## src/core/fci_regs.svh

```systemverilog
`ifndef FCI_REGS_SVH
`define FCI_REGS_SVH
// Operation
// RULE1 - one write of ffh to a partition returns it to array read
// RULE2 - 90h puts a partition into identifier and one-time area read
// RULE3 - 98h puts a partition into query read
// RULE4 - 70h makes the next read return status; 50h clears status
// RULE5 - block erase is 20h then d0h; chip erase is 30h then d0h
// RULE6 - word program setup is 40h or 10h, then the data word
// RULE7 - page program: e8h, word count, data words, four cycles or more
// RULE8 - b0h suspends erase or program, d0h resumes it
// RULE9 - 60h setup then 01h lock, d0h unlock, 2fh lock-down
// RULE10 - 60h then 04h load partition config, code on address lines
// RULE11 - identifier mode maps maker, device, config and one-time words
// RULE12 - block base plus 2 reads lock and lock-down flags
// RULE13 - identifier reads are relative to the partition given with 90h
// RULE14 - one-time area program only at words 80h to 88h
// RULE15 - only one partition erases or programs at a time
// RULE16 - each partition keeps its own status word
// RULE17 - other partitions are limited while one erases or programs
// RULE18 - each command goes to an address inside its target block
// RULE19 - both cycles of a two-cycle command carry the same address
// RULE20 - output gate and write strobe never low together
// RULE21 - at program voltage lockout reads work, erase and program refused
// RULE22 - parameter blocks from 0, main blocks above, four planes
// RULE23 - address and data latch on first rising chip select or strobe
// RULE24 - after reset every partition is in array read
// RULE25 - page program count cycle carries word count minus one

// timing, one pclk is 50 ns
`define FCI_CLK_NS    50
`define FCI_T_WP_NS   70
`define FCI_T_ACC_NS  90
`define FCI_WP_CYC    ((`FCI_T_WP_NS + `FCI_CLK_NS - 1) / `FCI_CLK_NS)
`define FCI_ACC_CYC   ((`FCI_T_ACC_NS + `FCI_CLK_NS - 1) / `FCI_CLK_NS)

// register offsets
`define FCI_OFF_CMD    8'h00
`define FCI_OFF_ADDR   8'h04
`define FCI_OFF_WDATA  8'h08
`define FCI_OFF_COUNT  8'h0c
`define FCI_OFF_PAGE   8'h10
`define FCI_OFF_STATUS 8'h14
`define FCI_OFF_RDATA  8'h18
`define FCI_OFF_CTRL   8'h1c

// field positions, reset values and limits
`define FCI_CMD_ALT    8
`define FCI_ST_BUSY    0
`define FCI_ST_DONE    1
`define FCI_ST_ERR     2
`define FCI_ST_FRST    3
`define FCI_CTRL_FRST  0
`define FCI_CTRL_RESET 1'b0
`define FCI_PAGE_MAX   5'h10
`define FCI_OTP_LO     16'h0080
`define FCI_OTP_HI     16'h0088

// operation codes of the command register
`define FCI_OP_READ    5'h00
`define FCI_OP_ARRAY   5'h01
`define FCI_OP_ID      5'h02
`define FCI_OP_QUERY   5'h03
`define FCI_OP_STATUS  5'h04
`define FCI_OP_CLRST   5'h05
`define FCI_OP_BERASE  5'h06
`define FCI_OP_CERASE  5'h07
`define FCI_OP_PROG    5'h08
`define FCI_OP_PAGE    5'h09
`define FCI_OP_SUSP    5'h0a
`define FCI_OP_RESUME  5'h0b
`define FCI_OP_LOCK    5'h0c
`define FCI_OP_UNLOCK  5'h0d
`define FCI_OP_LOCKDN  5'h0e
`define FCI_OP_OTP     5'h0f
`define FCI_OP_PCFG    5'h10

// flash command codes
`define FCI_CD_ARRAY   16'h00ff
`define FCI_CD_ID      16'h0090
`define FCI_CD_QUERY   16'h0098
`define FCI_CD_STATUS  16'h0070
`define FCI_CD_CLRST   16'h0050
`define FCI_CD_BERASE  16'h0020
`define FCI_CD_CERASE  16'h0030
`define FCI_CD_CONFIRM 16'h00d0
`define FCI_CD_PROG    16'h0040
`define FCI_CD_PROG2   16'h0010
`define FCI_CD_PAGE    16'h00e8
`define FCI_CD_SUSP    16'h00b0
`define FCI_CD_LOCKSU  16'h0060
`define FCI_CD_LOCK    16'h0001
`define FCI_CD_LOCKDN  16'h002f
`define FCI_CD_OTP     16'h00c0
`define FCI_CD_PCFG    16'h0004
`endif

```

## src/core/fci_pkg.sv

```systemverilog
`default_nettype none
package fci_pkg;
    typedef enum logic [2:0] {CS_IDLE, CS_SETUP, CS_STROBE, CS_SYNC, CS_HOLD} fci_cstate_t;
    typedef enum logic [1:0] {MS_IDLE, MS_RUN, MS_WAIT} fci_mstate_t;

    typedef struct packed {
        fci_cstate_t st;
        logic [2:0]  cnt;
        logic        rd;
        logic [20:0] a;
        logic [15:0] d;
        logic        drv;
        logic        ce_n;
        logic        oe_n;
        logic        we_n;
        logic [15:0] s1;
        logic [15:0] s2;
        logic [15:0] rdata;
    } fci_cyc_t;

    typedef struct packed {
        logic        rd;
        logic        last;
        logic [20:0] a;
        logic [15:0] d;
    } fci_step_t;

    typedef struct packed {
        fci_mstate_t st;
        logic [4:0]  op;
        logic        alt;
        logic [20:0] addr;
        logic [15:0] wdata;
        logic [4:0]  count;
        logic [3:0]  wptr;
        logic [4:0]  step;
        logic        done;
        logic        err;
        logic        frst;
        logic [15:0] rdata;
        logic [31:0] prdata;
    } fci_host_t;
endpackage : fci_pkg
`default_nettype wire

```

## src/core/fci_cycle.sv

```systemverilog
`timescale 1ns/1ps
`default_nettype none
`include "fci_regs.svh"
module fci_cycle (
    // system
    input  wire logic        pclk,
    input  wire logic        presetn,
    // request
    input  wire logic        start,
    input  wire logic        rd,
    input  wire logic [20:0] addr,
    input  wire logic [15:0] wdata,
    output logic             done,
    output logic [15:0]      rdata,
    // flash pins
    output logic [20:0]      fl_addr,
    input  wire logic [15:0] fl_dq_in,
    output logic [15:0]      fl_dq_out,
    output logic             fl_dq_oe,
    output logic             fl_ce_n,
    output logic             fl_oe_n,
    output logic             fl_we_n
);
    import fci_pkg::*;

    localparam logic [2:0] WP_CYC  = 3'(`FCI_WP_CYC);
    localparam logic [2:0] ACC_CYC = 3'(`FCI_ACC_CYC);
    localparam fci_cyc_t CYC_RST = '{st: CS_IDLE, ce_n: 1'b1, oe_n: 1'b1,
                                     we_n: 1'b1, default: '0};

    fci_cyc_t r;
    fci_cyc_t next_r;

    always_comb begin
        next_r = r;
        next_r.s1 = fl_dq_in;
        next_r.s2 = r.s1;
        case (r.st)
            CS_IDLE: if (start) begin
                next_r.st   = CS_SETUP;
                next_r.rd   = rd;
                next_r.a    = addr;
                next_r.d    = wdata;
                next_r.ce_n = 1'b0;
                next_r.drv  = !rd;
            end
            CS_SETUP: begin
                next_r.st  = CS_STROBE;
                next_r.cnt = r.rd ? ACC_CYC : WP_CYC;
                if (r.rd) begin
                    next_r.oe_n = 1'b0;
                end else begin
                    next_r.we_n = 1'b0;
                end
            end
            CS_STROBE: if (r.cnt == 3'h1) begin
                if (r.rd) begin
                    // two more cycles let the pin synchroniser catch up
                    next_r.st  = CS_SYNC;
                    next_r.cnt = 3'h2;
                end else begin
                    next_r.we_n = 1'b1; // see RULE23
                    next_r.st   = CS_HOLD;
                end
            end else begin
                next_r.cnt = r.cnt - 3'h1;
            end
            CS_SYNC: if (r.cnt == 3'h1) begin
                next_r.rdata = r.s2;
                next_r.oe_n  = 1'b1;
                next_r.st    = CS_HOLD;
            end else begin
                next_r.cnt = r.cnt - 3'h1;
            end
            CS_HOLD: begin
                // chip select rises a cycle after the strobe, data held till then
                next_r.ce_n = 1'b1; // see RULE23
                next_r.drv  = 1'b0;
                next_r.st   = CS_IDLE;
            end
            default: next_r = CYC_RST;
        endcase
    end

    always_ff @(posedge pclk or negedge presetn) begin
        if (!presetn) begin
            r <= CYC_RST;
        end else begin
            r <= next_r;
        end
    end

    assign done      = (r.st == CS_HOLD);
    assign rdata     = r.rdata;
    assign fl_addr   = r.a;
    assign fl_dq_out = r.d;
    assign fl_dq_oe  = r.drv;
    assign fl_ce_n   = r.ce_n;
    assign fl_oe_n   = r.oe_n;
    assign fl_we_n   = r.we_n;
endmodule : fci_cycle
`default_nettype wire

```

## src/core/fci_host.sv

```systemverilog
`timescale 1ns/1ps
`default_nettype none
`include "fci_regs.svh"
module fci_host (
    // system
    input  wire logic        pclk,
    input  wire logic        presetn,
    // apb slave
    input  wire logic        psel,
    input  wire logic        penable,
    input  wire logic        pwrite,
    input  wire logic [7:0]  paddr,
    input  wire logic [31:0] pwdata,
    output logic [31:0]      prdata,
    output logic             pready,
    output logic             pslverr,
    // flash pins
    output logic [20:0]      fl_addr,
    input  wire logic [15:0] fl_dq_in,
    output logic [15:0]      fl_dq_out,
    output logic             fl_dq_oe,
    output logic             fl_ce_n,
    output logic             fl_oe_n,
    output logic             fl_we_n,
    output logic             fl_rst_n
);
    import fci_pkg::*;

    localparam fci_host_t HOST_RST = '{st: MS_IDLE, frst: `FCI_CTRL_RESET,
                                       default: '0};

    fci_host_t   r;
    fci_host_t   next_r;
    fci_step_t   stp;
    logic [15:0] page_mem [16];
    logic [3:0]  pidx;
    logic        cyc_start;
    logic        cyc_done;
    logic [15:0] cyc_rdata;
    logic        wr;
    logic        rdph;

    function automatic logic fci_mapped(input logic [7:0] a);
        return a inside {`FCI_OFF_CMD, `FCI_OFF_ADDR, `FCI_OFF_WDATA,
                         `FCI_OFF_COUNT, `FCI_OFF_PAGE, `FCI_OFF_STATUS,
                         `FCI_OFF_RDATA, `FCI_OFF_CTRL};
    endfunction : fci_mapped

    // refuses what the flash would reject or misread
    function automatic logic fci_legal(input fci_host_t h);
        logic ok;
        ok = (h.op <= `FCI_OP_PCFG);
        if (h.op == `FCI_OP_OTP) begin
            ok = (h.addr[20:16] == 5'h00) && (h.addr[15:0] >= `FCI_OTP_LO)
                 && (h.addr[15:0] <= `FCI_OTP_HI); // see RULE14
        end
        if (h.op == `FCI_OP_PAGE) begin
            ok = (h.count != 5'h00) && (h.count <= `FCI_PAGE_MAX);
        end
        return ok;
    endfunction : fci_legal

    // one flash bus cycle of an operation, chosen by its step number
    function automatic fci_step_t fci_step(input fci_host_t h,
                                           input logic [15:0] pw);
        fci_step_t  s;
        logic [15:0] c1;
        logic [15:0] c2;
        logic        two;
        logic        rd2;
        logic [3:0]  k;
        s   = '{rd: 1'b0, last: 1'b1, a: h.addr, d: 16'h0000}; // see RULE18
        c1  = 16'h0000;
        c2  = h.wdata;
        two = 1'b1;
        rd2 = 1'b1;
        k   = 4'(h.step - 5'h02);
        case (h.op)
            `FCI_OP_READ: begin
                two  = 1'b0;
                s.rd = 1'b1;
            end
            `FCI_OP_ARRAY: begin
                two = 1'b0;
                c1  = `FCI_CD_ARRAY; // see RULE1
            end
            `FCI_OP_ID: c1 = `FCI_CD_ID; // see RULE2
            `FCI_OP_QUERY: c1 = `FCI_CD_QUERY; // see RULE3
            `FCI_OP_STATUS: c1 = `FCI_CD_STATUS; // see RULE4
            `FCI_OP_CLRST: begin
                two = 1'b0;
                c1  = `FCI_CD_CLRST; // see RULE4
            end
            `FCI_OP_SUSP: begin
                two = 1'b0;
                c1  = `FCI_CD_SUSP; // see RULE8
            end
            `FCI_OP_RESUME: begin
                two = 1'b0;
                c1  = `FCI_CD_CONFIRM; // see RULE8
            end
            `FCI_OP_BERASE: begin
                rd2 = 1'b0;
                c1  = `FCI_CD_BERASE; // see RULE5
                c2  = `FCI_CD_CONFIRM;
            end
            `FCI_OP_CERASE: begin
                rd2 = 1'b0;
                c1  = `FCI_CD_CERASE; // see RULE5
                c2  = `FCI_CD_CONFIRM;
            end
            `FCI_OP_PROG: begin
                rd2 = 1'b0;
                c1  = h.alt ? `FCI_CD_PROG2 : `FCI_CD_PROG; // see RULE6
            end
            `FCI_OP_LOCK: begin
                rd2 = 1'b0;
                c1  = `FCI_CD_LOCKSU; // see RULE9
                c2  = `FCI_CD_LOCK;
            end
            `FCI_OP_UNLOCK: begin
                rd2 = 1'b0;
                c1  = `FCI_CD_LOCKSU; // see RULE9
                c2  = `FCI_CD_CONFIRM;
            end
            `FCI_OP_LOCKDN: begin
                rd2 = 1'b0;
                c1  = `FCI_CD_LOCKSU; // see RULE9
                c2  = `FCI_CD_LOCKDN;
            end
            `FCI_OP_OTP: begin
                rd2 = 1'b0;
                c1  = `FCI_CD_OTP; // see RULE14
            end
            `FCI_OP_PCFG: begin
                rd2 = 1'b0;
                c1  = `FCI_CD_LOCKSU; // see RULE10
                c2  = `FCI_CD_PCFG;
                s.a = {5'h00, h.wdata}; // see RULE10
            end
            default: two = 1'b0;
        endcase
        if (h.op == `FCI_OP_PAGE) begin
            if (h.step == 5'h00) begin
                s.d    = `FCI_CD_PAGE; // see RULE7
                s.last = 1'b0;
            end else if (h.step == 5'h01) begin
                s.d    = {11'h000, h.count - 5'h01}; // see RULE25
                s.last = 1'b0;
            end else if (h.step < h.count + 5'h02) begin
                s.d    = pw;
                s.a    = h.addr + 21'(k);
                s.last = 1'b0;
            end else begin
                s.d = `FCI_CD_CONFIRM; // see RULE7
            end
        end else if (two) begin
            // second cycle reuses the first cycle's address
            s.last = (h.step != 5'h00); // see RULE19
            s.d    = (h.step == 5'h00) ? c1 : c2;
            s.rd   = rd2 && (h.step != 5'h00);
        end else if (!s.rd) begin
            s.d = c1;
        end
        return s;
    endfunction : fci_step

    assign pidx = 4'(r.step - 5'h02);
    assign stp  = fci_step(r, page_mem[pidx]);
    assign wr   = psel && penable && pwrite;
    assign rdph = psel && !penable && !pwrite;

    always_comb begin
        fci_host_t cand;
        cand   = r;
        next_r = r;
        cand.op = pwdata[4:0];
        // register writes and status clears first, so hardware sets win
        if (wr) begin
            case (paddr)
                `FCI_OFF_ADDR: next_r.addr = pwdata[20:0];
                `FCI_OFF_WDATA: next_r.wdata = pwdata[15:0];
                `FCI_OFF_COUNT: begin
                    next_r.count = pwdata[4:0];
                    next_r.wptr  = 4'h0;
                end
                `FCI_OFF_PAGE: next_r.wptr = r.wptr + 4'h1;
                `FCI_OFF_CTRL: next_r.frst = pwdata[`FCI_CTRL_FRST];
                `FCI_OFF_STATUS: begin
                    if (pwdata[`FCI_ST_DONE]) begin
                        next_r.done = 1'b0;
                    end
                    if (pwdata[`FCI_ST_ERR]) begin
                        next_r.err = 1'b0;
                    end
                end
                `FCI_OFF_CMD: begin
                    // no queueing: a command while busy is refused
                    if (r.st != MS_IDLE || !fci_legal(cand)) begin
                        next_r.err = 1'b1;
                    end else begin
                        next_r.op   = pwdata[4:0];
                        next_r.alt  = pwdata[`FCI_CMD_ALT];
                        next_r.step = 5'h00;
                        next_r.st   = MS_RUN;
                    end
                end
                default: ;
            endcase
        end
        case (r.st)
            MS_IDLE: ;
            MS_RUN: next_r.st = MS_WAIT;
            MS_WAIT: if (cyc_done) begin
                if (stp.rd) begin
                    next_r.rdata = cyc_rdata;
                end
                if (stp.last) begin
                    next_r.st   = MS_IDLE;
                    next_r.done = 1'b1;
                end else begin
                    next_r.step = r.step + 5'h01;
                    next_r.st   = MS_RUN;
                end
            end
            default: next_r.st = MS_IDLE;
        endcase
        if (rdph) begin
            next_r.prdata = 32'h0000_0000;
            case (paddr)
                `FCI_OFF_CMD: next_r.prdata[8:0] = {r.alt, 3'h0, r.op};
                `FCI_OFF_ADDR: next_r.prdata[20:0] = r.addr;
                `FCI_OFF_WDATA: next_r.prdata[15:0] = r.wdata;
                `FCI_OFF_COUNT: next_r.prdata[4:0] = r.count;
                `FCI_OFF_PAGE: next_r.prdata[3:0] = r.wptr;
                `FCI_OFF_STATUS: begin
                    next_r.prdata[`FCI_ST_BUSY] = (r.st != MS_IDLE);
                    next_r.prdata[`FCI_ST_DONE] = r.done;
                    next_r.prdata[`FCI_ST_ERR]  = r.err;
                    next_r.prdata[`FCI_ST_FRST] = r.frst;
                end
                `FCI_OFF_RDATA: next_r.prdata[15:0] = r.rdata;
                `FCI_OFF_CTRL: next_r.prdata[`FCI_CTRL_FRST] = r.frst;
                default: ;
            endcase
        end
    end

    always_ff @(posedge pclk or negedge presetn) begin
        if (!presetn) begin
            r <= HOST_RST;
        end else begin
            r <= next_r;
        end
    end

    // page data needs no reset, software loads it before use
    always_ff @(posedge pclk) begin
        if (wr && paddr == `FCI_OFF_PAGE) begin
            page_mem[r.wptr] <= pwdata[15:0];
        end
    end

    assign cyc_start = (r.st == MS_RUN);
    assign prdata    = r.prdata;
    assign pready    = psel && penable;
    assign pslverr   = psel && penable && !fci_mapped(paddr);
    // flash comes out of reset in array read; no command is held back meanwhile
    assign fl_rst_n  = !r.frst; // see RULE24

    fci_cycle u_cycle (
        .pclk      (pclk),
        .presetn   (presetn),
        .start     (cyc_start),
        .rd        (stp.rd),
        .addr      (stp.a),
        .wdata     (stp.d),
        .done      (cyc_done),
        .rdata     (cyc_rdata),
        .fl_addr   (fl_addr),
        .fl_dq_in  (fl_dq_in),
        .fl_dq_out (fl_dq_out),
        .fl_dq_oe  (fl_dq_oe),
        .fl_ce_n   (fl_ce_n),
        .fl_oe_n   (fl_oe_n),
        .fl_we_n   (fl_we_n)
    );
endmodule : fci_host
`default_nettype wire

```

## config.mk

```make
export PLATFORM = sky130hd
export DESIGN_NAME = fci_host
export DESIGN_NICKNAME = d
export VERILOG_FILES = /design/src/core/fci_pkg.sv /design/src/core/fci_cycle.sv /design/src/core/fci_host.sv
export VERILOG_INCLUDE_DIRS = /design/src /design/src/core
export SDC_FILE = /design/constraint.sdc
export NUM_CORES = 1
export LEC_CHECK = 0
export ABC_AREA = 1
export BUFFER_PORTS_ARGS = -buffer_cell sky130_fd_sc_hd__buf_2
export CORE_MARGIN = 1
export CORE_UTILIZATION = 56
export CTS_CLUSTER_DIAMETER = 120
export CTS_CLUSTER_SIZE = 14
export DETAILED_ROUTE_END_ITERATION = 7
export PLACE_DENSITY = 0.75
export RECOVER_POWER = 100
export SLEW_MARGIN = 20
export SYNTH_ARGS = -nofsm -noshare
export SYNTH_HDL_FRONTEND = slang
export SYNTH_HIERARCHICAL = 1
export SYNTH_SLANG_ARGS = --single-unit
```

## constraint.sdc

```tcl
create_clock -name pclk -period 6.5 [get_ports pclk]
set_input_delay 0.325 -clock pclk [delete_from_list [all_inputs] [get_ports pclk]]
set_output_delay 0.325 -clock pclk [all_outputs]
set_load 0.05 [all_outputs]
```

* Word level (Yosys, flattened, before mapping)
Memory sizes are Yosys's and may differ from the RTL's.
Index checks and enable logic that the tools add are counted.
** Word-level totals
- Bits in registers :: 195
- RAM bits :: 256
- Input port bits :: 61
- Output and inout port bits :: 76
- Word-level logic and storage cells :: 222
- Memories :: 1
** Operators by class
- Add/sub/neg operators :: 7
- $lt $le $gt $ge :: 5
- Equality and inequality tests :: 43
- Mux-type cells :: 79
- Bitwise gates (word level) :: 7
- Reductions and logical operators :: 55
** Memories
- page_mem :: depth 16, width 16, rd ports 1, clocked after Yosys merged registers in 0, write ports 1, RTL line fci_host.sv:35 : logic [15:0] page_mem [16];
** Operator list (number)
- 16-bit two-way mux :: 9
- 21-bit two-way mux :: 5
- 8-bit one-hot mux with 12 select lines :: 1
- 38-bit one-hot mux with 2 select lines :: 1
- 16-bit one-hot mux with 4 select lines :: 1
- 62-bit two-way mux :: 1
- 5-bit by 4-bit equality test with 1-bit output, second input constant :: 10
- 40-bit two-way mux :: 1
- 8-bit by 5-bit equality test with 1-bit output, second input constant :: 4
- 32-bit two-way mux :: 1
- 16-bit one-hot mux with 2 select lines :: 1
- 1-bit two-way mux :: 25
- 5-bit two-way mux :: 5
- 3-bit one-hot mux with 4 select lines :: 2
- 22-bit two-way mux :: 1
- 21-bit by 4-bit adder with 21-bit output :: 1
- 3-bit two-way mux :: 7
- 3-bit one-hot mux with 7 select lines :: 1
- 7-bit one-hot mux with 3 select lines :: 1
- 5-bit by 3-bit equality test with 1-bit output, second input constant :: 4
- 8-bit by 4-bit equality test with 1-bit output, second input constant :: 2
- 16-bit by 8-bit >= comparator with 1-bit output, second input constant :: 1
- 16-bit by 8-bit <= comparator with 1-bit output, second input constant :: 1
- 8-bit two-way mux :: 2
- other kinds (51) :: 108

* Logic depth before layout (Yosys ltp)
Gate-level depths: netlist of run 1.
- Depth in word-level cells :: 15
- Gate-level depth with buffers :: 24
- Depth with buffers taken out :: 18

* By module
The synthesis of run 1 kept the hierarchy.
** Modules (own cells, without submodules)
- fci_host :: instances 1, cells an instance 1753, area an instance 16925.0 um2, seq. area each 10164.7 um2
- fci_cycle :: instances 1, cells an instance 460, area an instance 4195.3 um2, seq. area each 2406.1 um2

* Worst setup path after synthesis of run 1
Ideal clock, no wire load.
- Kind :: register to register
- Start :: register, netlist name r[52]
- End :: register u_cycle.r, in the netlist u_cycle/fl_addr[15]
- Library setup time :: 0.116 ns
- Arrival :: 3.778 ns
- Required time :: 6.384 ns
- Setup slack :: 2.605 ns
- Cell stages (with the launch flop) :: 24
- Path buffers :: 6
- Period minus slack after synthesis :: 3.895 ns
- Cell sequence :: dfrtp_1 -> clkbuf_1 -> inv_2 -> buf_2 -> buf_1 -> ha_1 -> clkbuf_1 -> inv_1 -> clkbuf_1 -> clkbuf_1 -> ha_1 -> nor2_1 -> nand2_1 -> o21ai_0 -> o21ai_1 -> nand3_1 -> nor2_1 -> nand2_1 -> clkinv_1 -> nand2_1 -> nand3_1 -> nand2_1 -> nand2_1 -> nand2_1
** RTL lines
- end signal: assignment :: RTL line fci_cycle.sv:89 : r <= next_r;
- end: declaration :: RTL line fci_cycle.sv:31 : fci_cyc_t r;

==> run metrics, run 1 <==
run status finished with violations; failing checks max-capacitance violations, max-slew violations; crit path capture u_cycle/fl_addr[19]; antenna diode count 0; Leakage Power 9.43 nW; Sum Neg Setup Slack 0 ps; routed wire length 52.1 mm; fin util 0.610; die area 38500 µm²; synthesized instance count 2213; Die X 196 µm; Arrival @ worst endpoint 5440 ps; number of synthesized flops with an enable pin 256; post-synthesis adder-cell area fraction 0.0152; Root Driver clkbuf_16; Starting Density 0.573; Post-DP Area 21500 µm²; fin crit period 4980 ps; complex-gate fraction of the synthesized area 0.0950; CORE AREA 36900 µm²; Vias/cell 5.62; Worst EP required 6960 ps; most common cell after layout, fill and taps aside nand2_1; I/O pins 137; #FFs+latches synth 451; Final period util 0.765; Placement Setup Slack 2560 ps; Die Height 196 µm; Area Overhead vs Synth 6.57%; nets 2325; Synth Flop Type edfxtp_1; most frequent cells in the layout nand2_1 (621), edfxtp_1 (256), dfrtp_1 (190), nand3_1 (179), o21ai_0 (167); Hold Crit Class in -> reg; Max Fclk 201 MHz; RSZ-0062 raised after global routing no; GRT Total Usage 0.277; TritonCTS buffer count 38; largest net degree at the start of global routing 88; clk_skew 28.0 ps; # rows 70; CTS resizes 0; Post-Layout Inst Area 22500 µm²; register area share after synthesis 0.595; postcts setup bufs 0; Avg Cell Area, Syn 9.54 µm²; Max clock buf depth 3; Slew headroom -1.38; vias in the first global route 14900; synth warn 6; port bufs 114; CTS Sinks 451; first-pass GRT wire length 81.6 mm; worst r2r src r[51]; dpl cells 2685; startpoint types flop; max-slew violation count 164; total number of vias 15600; Worst setup startpoint r[51]; Post-Synth Simple-Gate Area 0.203; H-Tree Depth 2; Final Hold Vio Count 0; CTS tree built; mux contribution to synthesized area 0; FFs w/ async S/R, synth 0.432; MaxCap Viol Count 5; CP max FO 61; endpoints failing setup 0; Clk pin slew, worst setup/hold paths 60 ps; Pre-antenna DRT Iters 6; Max VDD drop 0.244 mV; DRC 0; clock latency on the worst-skew pair 580 ps; final antenna-violating net count 0; reg-to-reg endpoint u_cycle/fl_addr[19]; final worst slack 1520 ps; Syn Std Cell Area 21100 µm²; post-synthesis xor/xnor area fraction 0.00871; initial antenna violation count 0; Unique masters post-synth 53; slew at the pin closest to its max-slew limit 3570 ps; crit end category flop; HPWL after detailed placement 33.3 mm; hold buffers post-CTS 18; WS Path Type reg -> reg; grt ovf 0; routability cong. 0.947; Starting DRT DRC Count 1671; largest family of logic cells by synthesized area simple AND/OR/NAND/NOR gates; proportion of layout cells with a drive suffix above 1 0.0552; drt wl/cell 18.8 µm; Power Density 243 nW/µm²; r2r setup slk 1520 ps; path depth of the worst reg2reg path 14; fin cells 2769
worst min-delay path by stage:
stage	cells after the start	to	start
2_1_floorplan	0	prdata[0]	presetn
3_3_place_gp	1	u_cycle/r[90]	presetn
3_5_place_dp	1	u_cycle/r[91]	presetn
4_1_cts	3	r[98]	pwdata[17]
5_1_grt	3	r[101]	pwdata[20]
6_report	3	r[97]	pwdata[16]
power by group:
part,total (mW),internal [mW],switching (mW)
Combinational,0.260,0.0653,0.195
Clock,2.13,1.11,1.02
Sequential,3.09,3.06,0.0248
Total,5.48,4.24,1.24
synthesized netlist by cell type (all sizes together), types with 2 or more instances:
cell | n | area (µm²)
nand4 | 15 | 93.8
o31ai | 7 | 52.6
dfrtp | 192 | 4800
ha | 24 | 300
nand3 | 181 | 921
nor2 | 156 | 689
o22ai | 17 | 126
o221ai | 3 | 26.3
a31oi | 7 | 43.8
nand3b | 3 | 22.5
a21oi | 102 | 510
inv | 165 | 622
buf | 120 | 878
a211oi | 2 | 15.0
clkbuf | 64 | 240
clkinv | 2 | 7.51
edfxtp | 256 | 7690
or2 | 4 | 25.0
o211ai | 13 | 97.6
dfstp | 3 | 78.8
xnor2 | 6 | 52.6
nand2 | 627 | 2410
xor2 | 15 | 131
nor3 | 19 | 106
o21ai | 172 | 880
a22oi | 27 | 203
metrics by stage:
stage	hold slack [ps]	total power, mW
after floorplan	29.4	3.30
after global placement	352	3.39
after detailed placement	357	3.40
after CTS	6.85	5.52
after global routing	19.0	5.66
final	25.6	5.48
sequential cells by signal, summed over array words and instances, names as in the netlist:
name               count
page_mem             256
r                     78
u_cycle/r             39
prdata                21
u_cycle/fl_addr       21
u_cycle/fl_dq_out     16
u_cycle/rdata         16
u_cycle/fl_ce_n        1
u_cycle/fl_dq_oe       1
u_cycle/fl_oe_n        1
u_cycle/fl_we_n        1
kinds of logic (layout without fill, tap and decap cells):
logic type / Yosys count / count (layout)
compound gates: 356 / 356
fa+ha+maj: 25 / 25
simple gates: 1008 / 1008
buf+inv: 351 / 393
xor+xnor: 21 / 21
flops: 451 / 451
other cells: 1 / 11
routing by layer:
layer | up-vias | wire length, µm | GRT usage
met5 | - | 0 | 0
met4 | 0 | 1580 | 0.100
met2 | 633 | 24400 | 0.443
li1 | 7356 | - | -
met3 | 104 | 3890 | 0.0469
met1 | 7482 | 22200 | 0.382
critical path, cell delays in order (launching register included):
cell        delay [ps]
dfrtp_4            910
clkinvlp_2        1410
ha_1               670
nand3_1            280
nand2_4            120
nor2_4             150
inv_1              140
nor2_8             330
inv_2              260
nor2_1             190
nand3_1            100
nand2_1             70
inv_1               30
nand2_1             50
nand2_1             60
final cells by class:
type / count / area, µm²
Fill cell: 3076 / 14400
Clock buffer: 62 / 1040
Multi-Input combinational cell: 1421 / 6760
Inverter: 167 / 629
Sequential cell: 451 / 12600
Clock inverter: 4 / 78.8
Timing Repair Buffer: 160 / 795
Tap cell: 504 / 631
Power figures use the tool's default switching activity.
==> run 2, diff against run 1 <==
--- a/config.mk
+++ b/config.mk
@@ -6,14 +6,14 @@
 export SDC_FILE = /design/constraint.sdc
 export NUM_CORES = 1
 export LEC_CHECK = 0
-export ABC_AREA = 1
+export ABC_AREA = 0
 export BUFFER_PORTS_ARGS = -buffer_cell sky130_fd_sc_hd__buf_2
 export CORE_MARGIN = 1
-export CORE_UTILIZATION = 56
+export CORE_UTILIZATION = 55
 export CTS_CLUSTER_DIAMETER = 120
 export CTS_CLUSTER_SIZE = 14
 export DETAILED_ROUTE_END_ITERATION = 7
-export PLACE_DENSITY = 0.75
+export PLACE_DENSITY = 0.76
 export RECOVER_POWER = 100
 export SLEW_MARGIN = 20
 export SYNTH_ARGS = -nofsm -noshare
==> constraint.sdc (replaced) <==
create_clock -name pclk -period 4.02 [get_ports pclk]
set_input_delay 0.201 -clock pclk [delete_from_list [all_inputs] [get_ports pclk]]
set_output_delay 0.201 -clock pclk [all_outputs]
set_load 0.05 [all_outputs]
==> run metrics, run 2 <==
run status finished with violations; Starting DRT DRC Count 1342; proportion of layout cells with a drive suffix above 1 0.168; Die Height 195 µm; endpoints failing setup 0; vias in the first global route 12200; clk_skew 14.2 ps; Vias/cell 6.16; # rows 70; FFs w/ async S/R, synth 0.432; Power Density 400 nW/µm²; TritonCTS buffer count 38; Root Driver clkbuf_16; fin crit period 3440 ps; total number of vias 12200; Max clock buf depth 3; Syn Std Cell Area 20400 µm²; synthesized instance count 1428; fin util 0.602; most common cell after layout, fill and taps aside edfxtp_1; failing checks design-rule violations, max-capacitance violations, max-slew violations; Clk pin slew, worst setup/hold paths 60 ps; area of the multi-input gates 6640 µm²; Max VDD drop 0.382 mV; Unique masters post-synth 84; CTS Sinks 451; max-slew violation count 149; CTS tree built; worst path cell trace buf_2, or4_1, or4b_1, nor3_1, and4_1, clkbuf_1; Largest Register page_mem; most frequent cells in the layout edfxtp_1 (256), dfrtp_1 (190), clkbuf_1 (123), nand2_1 (103), mux4_2 (81); clock latency on the worst-skew pair 550 ps; Slew headroom -0.411; Final Hold Vio Count 0; GR Layer Usage met3 0.0357; synth warn 6; Sum Neg Setup Slack 0 ps; nets 1572; CP max FO 11; antenna diode count 0; Final period util 0.856; WS Path Type in -> reg; postcts setup bufs 0; Worst EP required 4180 ps; layer with the highest usage met2; RSZ-0062 raised after global routing no; Crit-path slowest cell clkbuf_1; Die X 195 µm; FF/Latch Area 12600 µm²; drt wl/cell 24.0 µm; Hold Crit Class in -> reg; H-Tree Depth 2; count leader, synth edfxtp_1; Avg Cell Area, Syn 14.3 µm²; Tot Pwr 8.78 mW; routability cong. 0.921; Regs by FF count page_mem x256, r x78, u_cycle/r x39; register area share after synthesis 0.616; Pre-antenna DRT Iters 8; crit end category flop; met1 usage 0.366; dpl cells 1892; initial antenna violation count 0; ranking of synthesized cells by area edfxtp_1 (38%), dfrtp_1 (24%), mux4_2 (8.9%); GRT Total Usage 0.256; Area Overhead vs Synth 7.70%; die area 37900 µm²; slew at the pin closest to its max-slew limit 2120 ps; routed wire length 47.5 mm; startpoint types primary input; DRC 2; port bufs 114; first-pass GRT wire length 73.0 mm; final worst slack 577 ps; #FFs+latches synth 451; CP peak stage delay 800 ps; CORE AREA 36500 µm²; cell taking the most area after synthesis edfxtp_1; Starting Density 0.559; largest net degree at the start of global routing 123; most frequent cells after synthesis edfxtp_1 (256), dfrtp_1 (192), nand2_1 (102), buf_4 (87), mux4_2 (81); Arrival @ worst endpoint 3600 ps; I/O pins 137; fin cells 1979; Placement Setup Slack 841 ps; met2 Track Usage GR 0.413; MaxCap Viol Count 3; HPWL after detailed placement 30.5 mm; max reg flops 256; Filler cells 2738; number of synthesized flops with an enable pin 256; Synth Flop Type edfxtp_1; final antenna-violating net count 0; top-area cell type share of the netlist area 0.377; grt ovf 0; Leakage Power 8.27 nW; Max Fclk 290 MHz
## run 2: cell count changes after synthesis, sizes merged, moves of 58 or more
cell   delta
o21ai   -125
mux2     +58
a21oi    -74
nand2   -523
nand3   -157
inv     -125
mux4     +81
nor2    -101
## run 2: final cells by class
class | instances | area share
clock inverters | 3 | 0.00205
clock buffers | 62 | 0.0483
flip-flops and latches | 451 | 0.572
multi-input cells | 780 | 0.302
repair buffers | 174 | 0.0417
well taps | 468 | 0.0266
inverters | 41 | 0.00700
## run 2: per-layer routing
metal,vias to the layer above,routed length [µm]
li1,5409,-
met1,6263,20500
met2,436,23100
met3,73,2900
met4,0,1050
met5,-,0
## run 2: worst paths after layout
| check | from | end | slack [ps] | cells past startpoint |
|---|---|---|---|---|
| setup / recovery | paddr[1] | page_mem[12][12] | 580 | 6 |
| hold / removal | paddr[6] | prdata[3] | 170 | 4 |
| setup reg to reg | r[52] | r[47] | 660 | 8 |
| hold reg to reg | u_cycle/r[35] | u_cycle/r[19] | 450 | 1 |
| max in group asynchronous | presetn | u_cycle/fl_addr[6] | 1200 | 3 |
| min in group asynchronous | presetn | u_cycle/r[95] | 360 | 2 |
## run 2: power by group
part	switching, mW	internal [mW]
clock network	1.62	1.82
registers	0.0344	4.94
logic	0.250	0.118
total	1.90	6.88
## run 2: through the flow
step                hold slack, ps  instance area (µm²)
finish                         167                22000
global route                   224                22000
CTS                           44.5                22200
detailed placement             410                20900
global placement               405                20900
floorplan                    -94.6                20400
## run 2: cell families (layout without fill, tap and decap cells)
| kind of cell | after synthesis | after routing | synth area share |
|---|---|---|---|
| flip-flops | 451 | 451 | 0.616 |
| AND/OR/NAND/NOR | 334 | 334 | 0.0876 |
| AO/OA/AOI/OAI | 227 | 227 | 0.0808 |
| buffers and inverters | 207 | 280 | 0.0576 |
| multiplexers | 168 | 168 | 0.136 |
| adder cells (fa/ha/maj) | 25 | 25 | 0.0157 |
| XOR/XNOR | 15 | 15 | 0.00644 |
| other | 1 | 11 | 0.000184 |
## run 2: what timing repair did
item | in CTS | in global routing
gates resized for setup | 0 | 0
hold buffers | 22 | 0
hold endpoints to repair | 139 | 0
## run 2: worst max-delay path: cells and delay by family
kind | cells | cell delay, ps
and+or+nand+nor | 4 | 2490
buffers and inverters | 2 | 900
